===== config.mk =====
export PLATFORM = sky130hd
export DESIGN_NAME = triple_timer_event_counter
export DESIGN_NICKNAME = d
export VERILOG_FILES = /design/src/tmr_pkg.sv /design/src/tmr_ctl_if.sv /design/src/tmr_counter.sv /design/src/tmr_prescaler.sv /design/src/triple_timer_event_counter.sv
export VERILOG_INCLUDE_DIRS = /design/src
export SDC_FILE = /design/constraint.sdc
export NUM_CORES = 1
export LEC_CHECK = 0
export BUFFER_PORTS_ARGS = -buffer_cell sky130_fd_sc_hd__buf_2
export CAP_MARGIN = 15
export CORE_ASPECT_RATIO = 2
export CORE_UTILIZATION = 56
export CTS_CLUSTER_SIZE = 10
export DETAILED_ROUTE_END_ITERATION = 10
export GPL_TIMING_DRIVEN = 0
export PLACE_DENSITY = 0.76
export SLEW_MARGIN = 5
export SYNTH_ARGS = -nofsm -noshare
export SYNTH_HDL_FRONTEND = slang
export SYNTH_HIERARCHICAL = 1
export SYNTH_SLANG_ARGS = --single-unit
export TNS_END_PERCENT = 100

===== constraint.sdc =====
create_clock -name pclk -period 7.69 [get_ports pclk]
set_clock_uncertainty 0.2 [all_clocks]
set_input_delay 1.538 -clock pclk [delete_from_list [all_inputs] [get_ports pclk]]
set_output_delay 1.538 -clock pclk [all_outputs]
set_load 0.02 [all_outputs]

===== src/tmr_map.svh =====
// register indices, field positions, reset values and timing figures
// assumes: included by bare name; holds definitions only
`ifndef TMR_MAP_SVH
`define TMR_MAP_SVH

// register indices (byte address is four times the index)
`define TMR_IDX_T0_HIGH   8'h0C
`define TMR_IDX_T0_LOW    8'h0D
`define TMR_IDX_T0_CTL    8'h0E
`define TMR_IDX_T1_HIGH   8'h0F
`define TMR_IDX_T1_LOW    8'h10
`define TMR_IDX_T1_CTL    8'h11
`define TMR_IDX_T2_COUNT  8'h2C
`define TMR_IDX_T2_CTL    8'h2D
`define TMR_IDX_FLAGS     8'h30
`define TMR_IDX_IRQ_EN    8'h31
`define TMR_IDX_FDIV_CFG  8'h32

// control register fields
`define TMR_CTL_MODE_MSB  7
`define TMR_CTL_MODE_LSB  6
`define TMR_CTL_CLKSEL    5
`define TMR_CTL_RUN       4
`define TMR_CTL_EDGE      3
`define TMR_CTL_PSC_MSB   2
`define TMR_CTL_PSC_LSB   0

// mode codes
`define TMR_MODE_EVENT    2'h1
`define TMR_MODE_TIMER    2'h2
`define TMR_MODE_PULSE    2'h3

// reset values and writable-bit masks
`define TMR_CTL_RESET     8'h08
`define TMR_CTL02_MASK    8'hDF
`define TMR_CTL1_MASK     8'hF8
`define TMR_FDIV_RESET    2'h0
`define TMR_IRQ_EN_RESET  3'h0

// divider output configuration fields
`define TMR_FDIV_SEL      0
`define TMR_FDIV_EN       1

// timing
`define TMR_SYS_HZ        200000000
`define TMR_RTC_HZ        32768
`define TMR_SYS4_STAGE    2

`endif


===== src/tmr_pkg.sv =====
// shared types of the timer/event counter block
// assumes: nothing beyond the map header
package tmr_pkg;
  typedef logic [1:0] mode_t;
  typedef logic [2:0] tmr_vec_t;
  typedef logic [7:0] reg_byte_t;
  typedef enum logic [1:0] {PW_ARMED, PW_COUNTING, PW_DONE} pw_state_t;
endpackage : tmr_pkg


===== src/tmr_ctl_if.sv =====
// control and status bundle between the register front end and one counter
// assumes: both ends on pclk
`timescale 1ns/100ps
interface tmr_ctl_if;
  import tmr_pkg::*;
  mode_t       mode;
  logic        edge_sel;
  logic        run;
  logic        evt_tick;
  logic        int_tick;
  logic        pin_rise;
  logic        pin_fall;
  logic        freeze;
  logic        load;
  logic [15:0] load_val;
  logic [15:0] count;
  logic        overflow;
  logic        run_clear;

  modport ctl (output mode, edge_sel, run, evt_tick, int_tick, pin_rise,
               pin_fall, freeze, load, load_val,
               input  count, overflow, run_clear);
  modport cnt (input  mode, edge_sel, run, evt_tick, int_tick, pin_rise,
               pin_fall, freeze, load, load_val,
               output count, overflow, run_clear);
endinterface : tmr_ctl_if


===== src/tmr_counter.sv =====
// one up-counter with preload, event/timer/pulse-width modes
// assumes: ticks and pin edges are one-cycle enables on pclk
`timescale 1ns/100ps
`include "tmr_map.svh"
module tmr_counter #(
  parameter int W = 16
) (
  // clock and reset
  input  wire logic       pclk,
  input  wire logic       presetn,
  // control from the register front end
  tmr_ctl_if.cnt          bus
);
  import tmr_pkg::*;

  logic [W-1:0] count;
  logic [W-1:0] preload;
  pw_state_t    state;
  logic         step;
  logic         start_edge;
  logic         stop_edge;
  logic         is_pulse;

  assign is_pulse   = bus.mode == `TMR_MODE_PULSE;
  assign start_edge = bus.edge_sel ? bus.pin_rise : bus.pin_fall;
  assign stop_edge  = bus.edge_sel ? bus.pin_fall : bus.pin_rise;

  always_comb begin
    step = 1'b0;
    if (bus.mode == `TMR_MODE_EVENT)      step = bus.evt_tick;
    else if (bus.mode == `TMR_MODE_TIMER) step = bus.int_tick;
    else if (is_pulse)
      step = (state == PW_COUNTING) && bus.int_tick;
    step = step && bus.run && !bus.freeze;
  end

  // single shot, run cleared on stop
  always_ff @(posedge pclk or negedge presetn) begin
    if (!presetn) state <= PW_ARMED;
    else begin
      unique case (state)
        PW_ARMED:
          if (bus.run && is_pulse && start_edge) state <= PW_COUNTING;
        PW_COUNTING:
          if (!bus.run || !is_pulse) state <= PW_ARMED;
          else if (stop_edge)        state <= PW_DONE;
        PW_DONE:
          if (!bus.run) state <= PW_ARMED;
      endcase
    end
  end

  assign bus.run_clear = (state == PW_COUNTING) && is_pulse && bus.run &&
                         stop_edge;

  always_ff @(posedge pclk or negedge presetn) begin
    if (!presetn) preload <= '0;
    else if (bus.load) preload <= bus.load_val[W-1:0];
  end

  always_ff @(posedge pclk or negedge presetn) begin
    if (!presetn) begin
      count        <= '0;
      bus.overflow <= 1'b0;
    end else begin
      bus.overflow <= step && (&count);
      if (bus.load && !bus.run) count <= bus.load_val[W-1:0];
      else if (step && (&count)) count <= preload;
      else if (step) count <= count + W'(1);
    end
  end

  assign bus.count = 16'(count);
endmodule : tmr_counter


===== src/tmr_prescaler.sv =====
// free-running prescaler: one-cycle enables at pclk / 2^k and a slow tick
// assumes: single pclk domain, asynchronous active-low reset
`timescale 1ns/100ps
module tmr_prescaler #(
  parameter int RTC_DIV = 6103
) (
  // clock and reset
  input  wire logic       pclk,
  input  wire logic       presetn,
  // enables
  output logic [7:0]      stage_tick,
  output logic            rtc_tick
);
  import tmr_pkg::*;
  localparam int RW = $clog2(RTC_DIV + 1);

  logic [6:0]    div_cnt;
  logic [RW-1:0] rtc_cnt;

  always_ff @(posedge pclk or negedge presetn) begin
    if (!presetn) div_cnt <= 7'h00;
    else          div_cnt <= div_cnt + 7'h01;
  end

  assign stage_tick[0] = 1'b1;
  for (genvar k = 1; k < 8; k++) begin : g_stage
    assign stage_tick[k] = &div_cnt[k-1:0];
  end

  // slow source stands in for the 32768Hz oscillator
  always_ff @(posedge pclk or negedge presetn) begin
    if (!presetn) begin
      rtc_cnt  <= '0;
      rtc_tick <= 1'b0;
    end else if (rtc_cnt == RW'(RTC_DIV - 1)) begin
      rtc_cnt  <= '0;
      rtc_tick <= 1'b1;
    end else begin
      rtc_cnt  <= rtc_cnt + RW'(1);
      rtc_tick <= 1'b0;
    end
  end
endmodule : tmr_prescaler


===== src/triple_timer_event_counter.sv =====
// three timer/event counters behind an APB slave, with divider output
// assumes: pclk at 200 MHz; timer pins asynchronous to pclk
//
// Behaviour
// - counter 0 is 16-bit up-counter from its pin or prescaled clock.
// - counter 1 internal clock is clock/4 or the 32768Hz source.
// - counter 2 is 8-bit up-counter from its pin or prescaled clock.
// - low byte write fills buffer; high byte write loads both into preload.
// - high byte read returns high and captures low into buffer.
// - counter 2 write sets preload; read returns the live count.
// - event mode counts pin edges; timer mode counts internal ticks.
// - pulse width mode counts internal ticks while pin level persists.
// - counters run up to all ones of their width.
// - overflow reloads from preload and sets the counter's flag.
// - pulse width starts on chosen edge, stops on return, clears run.
// - pulse width is single shot until software sets run again.
// - pulse width overflow reloads and flags like other modes.
// - run bit 4 enables; only software clears it outside pulse mode.
// - any counter overflow is a wake-up source.
// - one of counters 0 and 1 drives the divider output pin.
// - divider output enable bit turns the pin output on and off.
// - clearing an interrupt enable suppresses that counter's request.
// - preload write on stopped counter also loads the counter.
// - counter clock is blocked while the counter is being read.
// - mode bits 7:6 code 01 event, 10 timer, 11 pulse width.
// - prescaler field divides the clock by two to its value.
// - edge bit 3 picks falling or rising edge and pulse polarity.
// - control 1 bit 5 picks clock/4 or the 32768Hz source.
`timescale 1ns/100ps
`include "tmr_map.svh"
module triple_timer_event_counter #(
  parameter int ADDR_W  = 12,
  parameter int RTC_DIV = `TMR_SYS_HZ / `TMR_RTC_HZ
) (
  // clock and reset
  input  wire logic              pclk,
  input  wire logic              presetn,
  // apb slave
  input  wire logic              psel,
  input  wire logic              penable,
  input  wire logic              pwrite,
  input  wire logic [ADDR_W-1:0] paddr,
  input  wire logic [31:0]       pwdata,
  output logic [31:0]            prdata,
  output logic                   pready,
  output logic                   pslverr,
  // external timer pins
  input  wire tmr_pkg::tmr_vec_t tmr_pin,
  // requests and wake-up
  output tmr_pkg::tmr_vec_t      irq_req,
  output logic                   wakeup,
  // divider output on port a bit 3
  output logic                   port_a_bit3_pin,
  output logic                   port_a_bit3_oe
);
  import tmr_pkg::*;

  // bus decode
  logic [7:0]   idx;
  logic         aligned;
  logic         mapped;
  logic         setup_ph;
  logic         access_ph;
  logic         wr_ok;
  logic         rd_setup;
  reg_byte_t    wbyte;
  reg_byte_t    rd_mux;

  // register state
  reg_byte_t    ctl [3];
  reg_byte_t    hold_lo [2];
  tmr_vec_t     flags;
  tmr_vec_t     irq_en;
  logic [1:0]   fdiv_cfg;
  logic         fdiv_level;

  // pin conditioning
  tmr_vec_t     pin_meta;
  tmr_vec_t     pin_sync;
  tmr_vec_t     pin_last;
  tmr_vec_t     rise;
  tmr_vec_t     fall;

  // per-counter links
  logic [15:0]  cnt_val [3];
  tmr_vec_t     ovf;
  tmr_vec_t     run_clr;
  tmr_vec_t     ld;
  tmr_vec_t     frz;
  tmr_vec_t     int_tick;
  logic [15:0]  ld_val [3];
  logic [7:0]   stage_tick;
  logic         rtc_tick;

  assign idx       = paddr[9:2];
  assign aligned   = (paddr[1:0] == 2'h0) &&
                     (ADDR_W <= 10 || paddr[ADDR_W-1:10] == '0);
  assign setup_ph  = psel && !penable;
  assign access_ph = psel && penable;
  assign wbyte     = pwdata[7:0];

  always_comb begin
    unique case (idx)
      `TMR_IDX_T0_HIGH, `TMR_IDX_T0_LOW, `TMR_IDX_T0_CTL,
      `TMR_IDX_T1_HIGH, `TMR_IDX_T1_LOW, `TMR_IDX_T1_CTL,
      `TMR_IDX_T2_COUNT, `TMR_IDX_T2_CTL,
      `TMR_IDX_FLAGS, `TMR_IDX_IRQ_EN, `TMR_IDX_FDIV_CFG:
        mapped = aligned;
      default: mapped = 1'b0;
    endcase
  end

  // zero wait states; unmapped addresses answer with an error
  assign pready   = 1'b1;
  assign pslverr  = access_ph && !mapped;
  assign wr_ok    = access_ph && pwrite && mapped;
  assign rd_setup = setup_ph && !pwrite && mapped;

  // two-flop synchronisers, then a third stage for edge detection
  always_ff @(posedge pclk or negedge presetn) begin
    if (!presetn) begin
      pin_meta <= 3'h0;
      pin_sync <= 3'h0;
      pin_last <= 3'h0;
    end else begin
      pin_meta <= tmr_pin;
      pin_sync <= pin_meta;
      pin_last <= pin_sync;
    end
  end

  assign rise = pin_sync & ~pin_last;
  assign fall = ~pin_sync & pin_last;

  tmr_prescaler #(
    .RTC_DIV    (RTC_DIV)
  ) u_prescaler (
    .pclk       (pclk),
    .presetn    (presetn),
    .stage_tick (stage_tick),
    .rtc_tick   (rtc_tick)
  );

  assign int_tick[0] = stage_tick[ctl[0][`TMR_CTL_PSC_MSB:`TMR_CTL_PSC_LSB]];
  assign int_tick[2] = stage_tick[ctl[2][`TMR_CTL_PSC_MSB:`TMR_CTL_PSC_LSB]];
  assign int_tick[1] = ctl[1][`TMR_CTL_CLKSEL] ? rtc_tick
                                               : stage_tick[`TMR_SYS4_STAGE];

  // high byte write loads buffered pair
  assign ld[0]     = wr_ok && idx == `TMR_IDX_T0_HIGH;
  assign ld[1]     = wr_ok && idx == `TMR_IDX_T1_HIGH;
  assign ld_val[0] = {wbyte, hold_lo[0]};
  assign ld_val[1] = {wbyte, hold_lo[1]};
  assign ld[2]     = wr_ok && idx == `TMR_IDX_T2_COUNT;
  assign ld_val[2] = {8'h00, wbyte};

  // clock blocked across the read transfer
  assign frz[0] = psel && !pwrite && idx == `TMR_IDX_T0_HIGH;
  assign frz[1] = psel && !pwrite && idx == `TMR_IDX_T1_HIGH;
  assign frz[2] = psel && !pwrite && idx == `TMR_IDX_T2_COUNT;

  for (genvar i = 0; i < 3; i++) begin : g_cnt
    tmr_ctl_if ifc ();

    assign ifc.mode     = ctl[i][`TMR_CTL_MODE_MSB:`TMR_CTL_MODE_LSB];
    assign ifc.edge_sel = ctl[i][`TMR_CTL_EDGE];
    assign ifc.run      = ctl[i][`TMR_CTL_RUN];
    assign ifc.evt_tick = ctl[i][`TMR_CTL_EDGE] ? fall[i] : rise[i];
    assign ifc.int_tick = int_tick[i];
    assign ifc.pin_rise = rise[i];
    assign ifc.pin_fall = fall[i];
    assign ifc.freeze   = frz[i];
    assign ifc.load     = ld[i];
    assign ifc.load_val = ld_val[i];
    assign cnt_val[i]   = ifc.count;
    assign ovf[i]       = ifc.overflow;
    assign run_clr[i]   = ifc.run_clear;

    tmr_counter #(
      .W       ((i == 2) ? 8 : 16)
    ) u_counter (
      .pclk    (pclk),
      .presetn (presetn),
      .bus     (ifc)
    );
  end

  // software owns run; hardware clears it only after a pulse measure
  for (genvar i = 0; i < 3; i++) begin : g_ctl
    localparam logic [7:0] CTL_IDX =
      (i == 0) ? `TMR_IDX_T0_CTL : (i == 1) ? `TMR_IDX_T1_CTL
                                            : `TMR_IDX_T2_CTL;
    localparam logic [7:0] CTL_MASK =
      (i == 1) ? `TMR_CTL1_MASK : `TMR_CTL02_MASK;

    always_ff @(posedge pclk or negedge presetn) begin
      if (!presetn) ctl[i] <= `TMR_CTL_RESET;
      else if (wr_ok && idx == CTL_IDX) ctl[i] <= wbyte & CTL_MASK;
      else if (run_clr[i]) ctl[i][`TMR_CTL_RUN] <= 1'b0;
    end
  end

  // one low-byte buffer per 16-bit counter, shared by write and read
  for (genvar i = 0; i < 2; i++) begin : g_hold
    localparam logic [7:0] HI_IDX =
      (i == 0) ? `TMR_IDX_T0_HIGH : `TMR_IDX_T1_HIGH;
    localparam logic [7:0] LO_IDX =
      (i == 0) ? `TMR_IDX_T0_LOW : `TMR_IDX_T1_LOW;

    always_ff @(posedge pclk or negedge presetn) begin
      if (!presetn) hold_lo[i] <= 8'h00;
      else if (wr_ok && idx == LO_IDX) hold_lo[i] <= wbyte;
      else if (rd_setup && idx == HI_IDX) hold_lo[i] <= cnt_val[i][7:0];
    end
  end

  // sticky flags; an overflow beats a clear in the same cycle
  always_ff @(posedge pclk or negedge presetn) begin
    if (!presetn) flags <= 3'h0;
    else if (wr_ok && idx == `TMR_IDX_FLAGS)
      flags <= (flags & ~wbyte[2:0]) | ovf;
    else flags <= flags | ovf;
  end

  always_ff @(posedge pclk or negedge presetn) begin
    if (!presetn) irq_en <= `TMR_IRQ_EN_RESET;
    else if (wr_ok && idx == `TMR_IDX_IRQ_EN) irq_en <= wbyte[2:0];
  end

  always_ff @(posedge pclk or negedge presetn) begin
    if (!presetn) fdiv_cfg <= `TMR_FDIV_RESET;
    else if (wr_ok && idx == `TMR_IDX_FDIV_CFG) fdiv_cfg <= wbyte[1:0];
  end

  assign irq_req = flags & irq_en;

  always_ff @(posedge pclk or negedge presetn) begin
    if (!presetn) wakeup <= 1'b0;
    else          wakeup <= |ovf;
  end

  // one selected counter toggles the divider level
  always_ff @(posedge pclk or negedge presetn) begin
    if (!presetn) fdiv_level <= 1'b0;
    else if (ovf[fdiv_cfg[`TMR_FDIV_SEL]]) fdiv_level <= ~fdiv_level;
  end

  assign port_a_bit3_pin = fdiv_level && fdiv_cfg[`TMR_FDIV_EN];
  assign port_a_bit3_oe  = fdiv_cfg[`TMR_FDIV_EN];

  always_comb begin
    rd_mux = 8'h00;
    unique case (idx)
      // high read returns live high byte
      `TMR_IDX_T0_HIGH:  rd_mux = cnt_val[0][15:8];
      `TMR_IDX_T0_LOW:   rd_mux = hold_lo[0];
      `TMR_IDX_T0_CTL:   rd_mux = ctl[0];
      `TMR_IDX_T1_HIGH:  rd_mux = cnt_val[1][15:8];
      `TMR_IDX_T1_LOW:   rd_mux = hold_lo[1];
      `TMR_IDX_T1_CTL:   rd_mux = ctl[1];
      `TMR_IDX_T2_COUNT: rd_mux = cnt_val[2][7:0];
      `TMR_IDX_T2_CTL:   rd_mux = ctl[2];
      `TMR_IDX_FLAGS:    rd_mux = {5'h00, flags};
      `TMR_IDX_IRQ_EN:   rd_mux = {5'h00, irq_en};
      `TMR_IDX_FDIV_CFG: rd_mux = {6'h00, fdiv_cfg};
      default:           rd_mux = 8'h00;
    endcase
  end

  // read data is latched in the setup cycle so it is stable in access;
  // refused reads return zero rather than an aliased register
  always_ff @(posedge pclk or negedge presetn) begin
    if (!presetn) prdata <= 32'h00000000;
    else if (setup_ph && !pwrite)
      prdata <= {24'h000000, mapped ? rd_mux : 8'h00};
  end
endmodule : triple_timer_event_counter

==> results of run 1 <==
state kept, by name, indices dropped and copies added (netlist names):
name / count
fdiv_cfg: 2
ctl: 19
u_prescaler/rtc_cnt: 13
fdiv_level: 1
pin_sync: 3
flags: 3
g_cnt.u_counter/preload: 40
g_cnt.u_counter/bus.count: 32
g_cnt.ifc.load_val: 16
g_cnt.u_counter/count: 8
pin_meta: 3
wakeup: 1
u_prescaler/div_cnt: 7
pin_last: 3
u_prescaler/rtc_tick: 1
prdata: 8
g_cnt.u_counter/state: 6
g_cnt.u_counter/bus.overflow: 3
irq_en: 3
final timing paths:
check	slack, ns	endpoint	startpoint
hold / removal	0.15	pin_sync[2]$_DFF_PN0_	pin_meta[2]$_DFF_PN0_
hold reg to reg	0.15	pin_sync[2]$_DFF_PN0_	pin_meta[2]$_DFF_PN0_
setup / recovery	2.74	pslverr	paddr[4]
min in group asynchronous	0.82	u_prescaler/div_cnt[5]$_DFF_PN0_	presetn
setup reg to reg	4.09	g_cnt[0].u_counter/bus.count[1]$_DFFE_PN0P_	u_prescaler/div_cnt[0]$_DFF_PN0_
max in group asynchronous	5.55	prdata[6]$_DFFE_PN0P_	presetn
layer usage:
| metal | routed length, um | track usage, % | vias up |
|---|---|---|---|
| met5 | 17 | 0 | - |
| met4 | 1809 | 20.49 | 2 |
| li1 | - | - | 3685 |
| met3 | 1380 | 5.821 | 119 |
| met2 | 14890 | 57.47 | 339 |
| met1 | 9482 | 34.09 | 3976 |
layout make-up:
cell class / instances / area (um2) / area share, %
multi-input cells: 708 / 5199 / 46.76
flip-flops and latches: 172 / 4308 / 38.75
clock buffers: 20 / 446.7 / 4.018
plain buffers: 77 / 425.4 / 3.827
well taps: 210 / 262.8 / 2.364
repair buffers: 42 / 242.7 / 2.183
clock inverters: 12 / 138.9 / 1.249
inverters: 25 / 93.84 / 0.8441
metrics by stage:
step	worst slack (ns)	hold slack (ns)	total power [mW]	cells	util, %
CTS	2.729	0.1493	1.884	1266	64.37
global route	2.638	0.1617	1.930	1266	64.37
floorplan	3.135	0.1312	0.9770	982	-
finish	2.738	0.1481	1.872	1266	64.37
detailed placement	2.503	0.1347	1.028	1234	60.98
global placement	2.175	0.1331	1.026	1233	60.76
power breakdown:
part,internal [mW],switching [mW],total (mW)
registers,0.907,0.00146,0.909
logic,0.0299,0.0730,0.103
clock network,0.490,0.370,0.860
critical path, delay by kind of cell:
family,cells,cell delay (ns)
compound gates,2,0.71
simple gates,2,0.70
buf+inv,2,0.26
==> results.md, run 1 <==
- Status: finished clean
- Cell mode on critical path: buf_2
- Antenna diode count: 0
- Fmax: approximately 200 MHz
- Most frequent cells in the layout: dfrtp_1, mux2_2, nand2_1
- Crit Path Category: in -> out
- Setup repair after global routing missed its margin: no
- Final setup viols: 0
- Clock Tree Buf Depth: 2
- TNS Setup: 0 ns
- Initial Util: 57.55%
- CTS tree: done
- Drt drc: 0
- Final WL: 27580 um
- Post-route ant nets: 0
- CTS H-tree lvls: 4
- DR WL/cell: 21.79 um
- Reg clk slew, reported paths: 0.06 ns
- FP Rows: 68
- First drt pass iteration count: 6
- Mean Syn Cell Area: 10.36 um2
- Post_cts resized: 0
- Design Area, Final: 0.01112 mm2
- Later-pin clock latency in the skew report: 0.44 ns
- Setup Buffers After CTS: 0
- Die area: 0.01832 mm2
- FF-to-FF path depth: 12
- Vias in the first global route: 8263
- Critical path's largest stage delay: 0.57 ns
- GPL Wtd Cong: 0.9566
- Largest net degree at the start of global routing: between 100 and 150
- Static Leak: approximately 5.0 nW
- Max_cap viols: 0
- Crit-path max FO: 8
- Tcrit/Tclk final: 64.39%
- Crit end category: output pin
- Clock sink count: 172
- Hpwl dp: 20150 um
- Buffers on Ports: about 40
- Initial antenna violation count: 1
- Hold Path Stages: 0
- Die Height: around 190 um
- Worst slew pin tran: about 0.74 ns
- Final worst path period need: about 5.0 ns
- Max-slew violations: 0
- Area growth syn-to-layout: 11.85%
- Min-delay worst type: reg -> reg
- Num ports: 92
- Critical Path RT: 5.95 ns
- CTS Buf Count: 17
- Via Count: about 8000
- Vias per cell: 6.415
- Rel. slew slack: a little over 50%
- Global-route usage over all layers: approximately a third
- Synthesized cell area: 0.009940 mm2
- Total grt overflow: 0
- # hold bufs at CTS: 0
- Critical path arrival: roughly 3.2 ns
- DR iter-0 viols: 589
- Peak supply drop: 136.6 uV
- Synth warnings: 6
- Most common cell after layout, fill and taps aside: dfrtp_1
- Post-layout nets: around 1100
- Clk root buf: clkbuf_16
- DP Area: roughly 0.011 mm2
- Final Hold Fails: 0
- Pwr per Cell Area: 168.3 mW/mm2
- # fillers: around 1400
- Crit-path slowest cell: or4_4
- Worst-path cell chain: buf_2, or4_4, a211oi_4, nor2_1, o211a_1, buf_2
- Share of cells above drive strength 1: 24.05%
- Crit path launch type: input pin
- Core Area: 0.01727 mm2
- First-pass GRT wire length: 43930 um
- Syn Inst Count: between 900 and 1000
- Chip width: 96.21 um
No activity file was read; power rests on OpenSTA's default activity.
==> run 2: changes to the inputs <==
--- a/config.mk
+++ b/config.mk
@@ -9,7 +9,7 @@
 export BUFFER_PORTS_ARGS = -buffer_cell sky130_fd_sc_hd__buf_2
 export CAP_MARGIN = 15
 export CORE_ASPECT_RATIO = 2
-export CORE_UTILIZATION = 56
+export CORE_UTILIZATION = 54
 export CTS_CLUSTER_SIZE = 10
 export DETAILED_ROUTE_END_ITERATION = 10
 export GPL_TIMING_DRIVEN = 0
==> constraint.sdc (replaced) <==
create_clock -name pclk -period 4.2 [get_ports pclk]
set_clock_uncertainty 0.2 [all_clocks]
set_input_delay 0.84 -clock pclk [delete_from_list [all_inputs] [get_ports pclk]]
set_output_delay 0.84 -clock pclk [all_outputs]
set_load 0.02 [all_outputs]
==> run 2 against run 1 <==
  * The run now ends with DRC left
  * Cell area grew 0.27%
  * Register-to-register slack worse by 3.4 ns
  * Global-route usage fell by 1.7 points
  * Sequential power is 83% higher
  * Wire length rose by 2.1%
  * Sequential cell count stayed put
==> results.md, run 2 (synthesis results as in run 1) <==
- Min-delay worst type: reg -> reg
- First drt pass iteration count: 11 (+5)
- DR WL/cell: 22.20 um (+1.9%)
- Cell Count, Final, Fillers Out: 1269 (+0.24%)
- FF-to-FF path depth: 12 (unchanged)
- GPL Wtd Cong: 0.9881 (+3.3%)
- Initial antenna violation count: 0 (-1)
- Final worst path period need: 3.923 ns
- Largest regs: g_cnt.u_counter/preload x40, g_cnt.u_counter/bus.count x32, ctl x19
- Crit Path Category: in -> reg
- Failing checks: DRC
- Vias in the first global route: 8255 (-0.097%)
- Clock sink count: 172 (unchanged)
- Max FFs per register: 40 (unchanged)
- Status: complete, but fails checks
- Static Leak: 5.000 nW (+0.36%)
- # fillers: 1502 (+7.0%)
- Rel. slew slack: 50.84% (+0.25 points)
- Largest net degree at the start of global routing: 98 (-17%)
- Setup ws final: 0.2766 ns (-2.462 ns)
- Fmax: 254.9 MHz
- Chip width: 97.94 um (+1.8%)
- Most common cell after layout, fill and taps aside: dfrtp_1
- Setup WS pre-CTS: -0.2740 ns (-2.777 ns)
- FF-to-FF End: g_cnt[0].u_counter/bus.count[1]$_DFFE_PN0P_
- Post-route ant nets: 0 (unchanged)
- Core Area: 0.01787 mm2 (+3.5%)
- Share of cells above drive strength 1: 24.24% (+0.19 points)
- Final setup viols: 0 (unchanged)
- Vias per cell: 6.430 (+0.24%)
- Setup repair after global routing missed its margin: no
- Pwr per Cell Area: 313.2 mW/mm2 (+86%)
- Fin util: 62.37% (-2.0 points)
- Reg clk slew, reported paths: 0.07 ns (about the same)
- # hold bufs at CTS: 0 (unchanged)
- Hold Path Stages: 0 (unchanged)
- Post-layout nets: 1112 (unchanged)
- CTS tree: done
- Crit-path max FO: 10 (+2)
- Crit end category: flop
- CTS H-tree lvls: 4 (unchanged)
- Total grt overflow: 0 (unchanged)
- Die area: 0.01899 mm2 (+3.6%)
- Critical Path RT: 4.36 ns (-1.59 ns)
- Critical path arrival: 4.08 ns (+0.87 ns)
- CTS Buf Count: 17 (unchanged)
- Worst slew pin tran: 0.7360 ns (-0.005064 ns)
- Area growth syn-to-layout: 12.15%
- Drt drc: 4 (+4)
- Max-slew violations: 0 (unchanged)
- Later-pin clock latency in the skew report: 0.43 ns (about the same)
- Max_cap viols: 0 (unchanged)
- Largest register by flop count: g_cnt.u_counter/preload
- Clock Tree Buf Depth: 2 (unchanged)
- Clk root buf: clkbuf_16
- Crit path launch type: input pin
- Most frequent cells in the layout: dfrtp_1, mux2_2, nand2_1
- R2r startpoint: u_prescaler/div_cnt[0]$_DFF_PN0_
- Dpl cells: 1237 (+0.24%)
- Final Hold Fails: 0 (unchanged)
- Peak supply drop: 305.2 uV (+120%)
- R2r setup slk: 0.69 ns (-3.40 ns)
- Initial Util: 55.62% (-1.9 points)
- DR iter-0 viols: 654 (+11%)
- Hold WS: 0.1460 ns (-0.002095 ns)
- First-pass GRT wire length: 44430 um (+1.1%)
- HP Start: pin_meta[1]$_DFF_PN0_
- FP Rows: 69 (+1.5%)
- Antenna diode count: 0 (unchanged)
- Worst Hold Endpoint: pin_sync[1]$_DFF_PN0_
- Global-route usage over all layers: 30.72% (-1.7 points)
- Hpwl dp: 20570 um (+2.1%)
- TNS Setup: 0 ns (unchanged)
- Tcrit/Tclk final: 93.41%
- Buffers on Ports: 41 (unchanged)
- Via Count: 8160 (+0.48%)
- Final WL: 28170 um (+2.1%)
- Die Height: 193.9 um (+1.8%)
- Num ports: 92 (unchanged)
[run 2: worst max-delay path by stage]
stage | from | endpoint | slack, ns | cells after the start
global route | paddr[8] | g_cnt[0].u_counter/bus.count[0]$_DFFE_PN0P_ | 0.04 | 11
floorplan | paddr[1] | g_cnt[2].u_counter/count[2]$_DFFE_PN0P_ | 0.61 | 10
CTS | paddr[1] | g_cnt[1].u_counter/bus.count[0]$_DFFE_PN0P_ | 0.13 | 12
finish | paddr[8] | g_cnt[0].u_counter/bus.count[13]$_DFFE_PN0P_ | 0.28 | 11
detailed placement | paddr[1] | g_cnt[1].u_counter/bus.count[0]$_DFFE_PN0P_ | -0.27 | 12
global placement | presetn | g_cnt[1].u_counter/bus.count[1]$_DFFE_PN0P_ | -0.60 | 1
[run 2: cell type report]
cell class	count	area (um2)	area share, %
repair buffers	42	242.7	2.178
flip-flops and latches	172	4308	38.65
inverters	25	93.84	0.8418
clock buffers	20	446.7	4.007
well taps	213	266.5	2.391
multi-input cells	708	5201	46.66
plain buffers	77	426.7	3.828
clock inverters	12	161.4	1.448
[run 2: what timing repair did]
action | 4_1_cts | 5_1_grt
gates resized for setup | 0 | 3
setup buffers | 0 | 0
setup endpoints to repair | 0 | 18
[run 2: report_power, final]
part,internal (mW),total [mW],switching [mW]
logic,0.0547,0.191,0.136
clock network,0.959,1.64,0.677
registers,1.66,1.66,0.00271
total,2.68,3.49,0.816
[run 2: stage by stage]
step / power [mW] / cell area, um2
after floorplan: 1.789 / 10030
after global placement: 1.879 / 10500
after detailed placement: 1.884 / 10540
after CTS: 3.521 / 11140
after global routing: 3.596 / 11150
final: 3.491 / 11150
[run 2: worst max-delay path: stages]
cell and delay [ns]:
buf_2 0.10, nand4bb_1 0.33, a211oi_2 0.72, o21ai_0 0.35, nor2_1 0.16, buf_2 0.28, nor2b_1 0.16, clkbuf_1 0.41
clkbuf_1 0.49, a2bb2oi_1 0.14, o21ai_0 0.09
[run 2: routing by layer]
metal	wire length, um	GRT usage, %	part of all wire, %
met1	9707	31.19	34
met2	15100	55.43	54
met3	1314	5.335	4.7
met4	2042	22.50	7.2
met5	0	0	0
==> run 3: changes to the inputs <==
--- a/config.mk
+++ b/config.mk
@@ -9,11 +9,12 @@
 export BUFFER_PORTS_ARGS = -buffer_cell sky130_fd_sc_hd__buf_2
 export CAP_MARGIN = 15
 export CORE_ASPECT_RATIO = 2
-export CORE_UTILIZATION = 54
+export CORE_UTILIZATION = 40
 export CTS_CLUSTER_SIZE = 10
 export DETAILED_ROUTE_END_ITERATION = 10
 export GPL_TIMING_DRIVEN = 0
-export PLACE_DENSITY = 0.76
+export PLACE_DENSITY_LB_ADDON = 0.1
+export RECOVER_POWER = 25
 export SLEW_MARGIN = 5
 export SYNTH_ARGS = -nofsm -noshare
 export SYNTH_HDL_FRONTEND = slang
==> run 3 against run 2 <==
  * The flow finishes with violations (capacitance limit, slew limit)
  * Fmax down 0.87%
  * Die area grew 34%
  * Cell area rose by 0.91%
  * Worst hold slack gained 0.0043 ns
  * First-iteration DRC count decreased by 26%
  * Largest power group unchanged
==> results.md, run 3 (synthesis results as in run 1) <==
- Post-route ant nets: 0 (unchanged)
- Hold WS: 0.1503 ns (+0.004259 ns)
- Fin util: 46.05% (-16 points)
- Largest net degree at the start of global routing: 94 (-4.1%)
- Buffers on Ports: 41 (unchanged)
- Max FFs per register: 40 (unchanged)
- First drt pass iteration count: 5 (-6)
- Crit end category: flop
- Num ports: 92 (unchanged)
- Crit Path Category: in -> reg
- Clock sink count: 172 (unchanged)
- Failing checks: capacitance limit, slew limit
- Die Height: 224.9 um (+16%)
- Setup repair after global routing missed its margin: no
- Worst slew pin tran: 2.391 ns (+1.655 ns)
- Cell Count, Final, Fillers Out: 1388 (+9.4%)
- Max-slew violations: 93 (+93)
- First-pass GRT wire length: 46940 um (+5.7%)
- Design Area, Final: 0.01125 mm2 (+0.91%)
- Crit path launch type: input pin
- Busiest layer in global routing: met2
- Largest regs: g_cnt.u_counter/preload x40, g_cnt.u_counter/bus.count x32, ctl x19
- Initial antenna violation count: 0 (unchanged)
- GPL Wtd Cong: 0.8978 (-9.1%)
- Largest register by flop count: g_cnt.u_counter/preload
- DR iter-0 viols: 486 (-26%)
- Critical path's largest stage delay: 0.57 ns (-0.15 ns)
- CTS H-tree lvls: 4 (unchanged)
- Most frequent cells in the layout: dfrtp_1, mux2_2, nand2_1
- Crit-path slowest cell: or4_4
- Drt drc: 0 (-4)
- Status: complete, but fails checks
- Setup WS pre-CTS: -0.4716 ns (-0.1976 ns)
- Total grt overflow: 0 (unchanged)
- Final WL: 30520 um (+8.3%)
- Core Area: 0.02442 mm2 (+37%)
- Worst-path cell chain: buf_2, or4_4, a211oi_4, o21ai_0, nor2_1, buf_2, nor2b_1, clkbuf_1, clkbuf_1, a2bb2oi_1, nand3_1
- DR WL/cell: 21.98 um (-0.96%)
- Pwr per Cell Area: 303.3 mW/mm2 (-3.2%)
- Setup ws final: 0.2420 ns (-0.03460 ns)
- Final setup viols: 0 (unchanged)
- DP Area: 0.01068 mm2 (+1.4%)
- Global-route usage over all layers: 25.21% (-5.5 points)
- Clk root buf: clkbuf_16
- Dpl cells: 1356 (+9.6%)
- Final worst path period need: 3.958 ns (+0.03460 ns)
- Fmax: 252.7 MHz (-0.87%)
- Critical Path RT: 4.40 ns (+0.04 ns)
- Min-delay worst type: reg -> reg
- FP Rows: 81 (+17%)
- Vias per cell: 5.755 (-11%)
- Via Count: 7988 (-2.1%)
- Static Leak: 4.978 nW (-0.45%)
- Max_cap viols: 1 (+1)
- TNS Setup: 0 ns (unchanged)
- CTS tree: done
- Vias in the first global route: 8008 (-3.0%)
- Share of cells above drive strength 1: 24.43% (+0.19 points)
- Reg clk slew, reported paths: 0.07 ns (about the same)
- Die area: 0.02552 mm2 (+34%)
- CP Buf/Inv Count: 4 (unchanged)
- Post-layout nets: 1112 (unchanged)
- GR Util met1: 25.74% (-5.4 points)
- Tcrit/Tclk final: 94.24% (+0.82 points)
- Crit-path max FO: 10 (unchanged)
- Most common cell after layout, fill and taps aside: dfrtp_1
- Initial Util: 40.69% (-15 points)
- Chip width: 113.5 um (+16%)
- Hpwl dp: 22690 um (+10%)
- Critical path arrival: 4.16 ns (+0.08 ns)
- Met2 Use GR: 47.44% (-8.0 points)
- Antenna diode count: 0 (unchanged)
- Crit-path leading delay family: buffers and inverters
- Rel. slew slack: -59.38% (-110 points)
- Peak supply drop: 275.2 uV (-9.8%)
- Later-pin clock latency in the skew report: 0.46 ns (+0.03 ns)
- Clock Tree Buf Depth: 2 (unchanged)
- M3 GR Usage: 4.008% (-1.3 points)
- CTS Buf Count: 17 (unchanged)
- Tot Pwr: 3.411 mW (-2.3%)
- Final Hold Fails: 0 (unchanged)
- Area growth syn-to-layout: 13.17%
-- run 3: cell types whose count changed in the layout (fill, tap and decap cells not counted), moves of 2 or more --
| cell | delta |
|---|---|
| bufinv_16 | -2 |
| clkbuf_1 | -2 |
| clkinv_4 | +7 |
| inv_6 | -2 |
-- run 3: final timing paths --
kind,from,end,slack (ns),depth (start not counted)
worst max-delay path,paddr[4],g_cnt[0].u_counter/bus.count[1]$_DFFE_PN0P_,0.24,11
worst min-delay path,pin_meta[2]$_DFF_PN0_,pin_sync[2]$_DFF_PN0_,0.15,0
worst max register to register,u_prescaler/div_cnt[0]$_DFF_PN0_,g_cnt[0].u_counter/bus.count[1]$_DFFE_PN0P_,0.73,12
worst min register to register,pin_meta[2]$_DFF_PN0_,pin_sync[2]$_DFF_PN0_,0.15,0
max in group asynchronous,presetn,g_cnt[1].ifc.load_val[4]$_DFFE_PN0P_,1.49,1
min in group asynchronous,presetn,pin_sync[0]$_DFF_PN0_,0.87,1
-- run 3: final cells by class --
class / count / area, um2
buffer: 77 / 426.7
clock buffer: 17 / 425.4
clock inverter: 15 / 145.1
fill: 2350 / 13180
inverter: 25 / 93.84
multi-input combinational: 708 / 5201
sequential: 172 / 4308
tap: 332 / 415.4
timing repair buffer: 42 / 232.7
-- run 3: report_power, final --
| part | internal [mW] | switching (mW) |
|---|---|---|
| clock | 0.823 | 0.731 |
| combinational | 0.0539 | 0.139 |
| sequential | 1.66 | 0.00286 |
-- run 3: what timing repair did --
action | 4_1_cts | 5_1_grt
gates resized for setup | 0 | 3
setup buffers | 0 | 0
endpoints found under the setup margin | 0 | 21
hold buffers | 0 | 0
hold endpoints to repair | 0 | 0
-- run 3: per-layer routing --
| metal | share of wire [%] | up-vias |
|---|---|---|
| met3 | 3.2 | 81 |
| met2 | 56 | 215 |
| li1 | - | 3697 |
| met1 | 36 | 3995 |
| met4 | 4.8 | 0 |
| met5 | 0 | - |
-- run 3: worst register-to-register path, cell delays in order (launching register included) --
cell and delay [ns]:
dfrtp_1 0.43, ha_1 0.28, and4_1 0.29, and2_1 0.16
mux4_2 0.22, mux2_2 0.14, nand2_1 0.06, o22ai_1 0.42
and2_1 0.20, clkbuf_1 0.31, buf_2 0.33, a2bb2oi_1 0.23
nand3_1 0.09
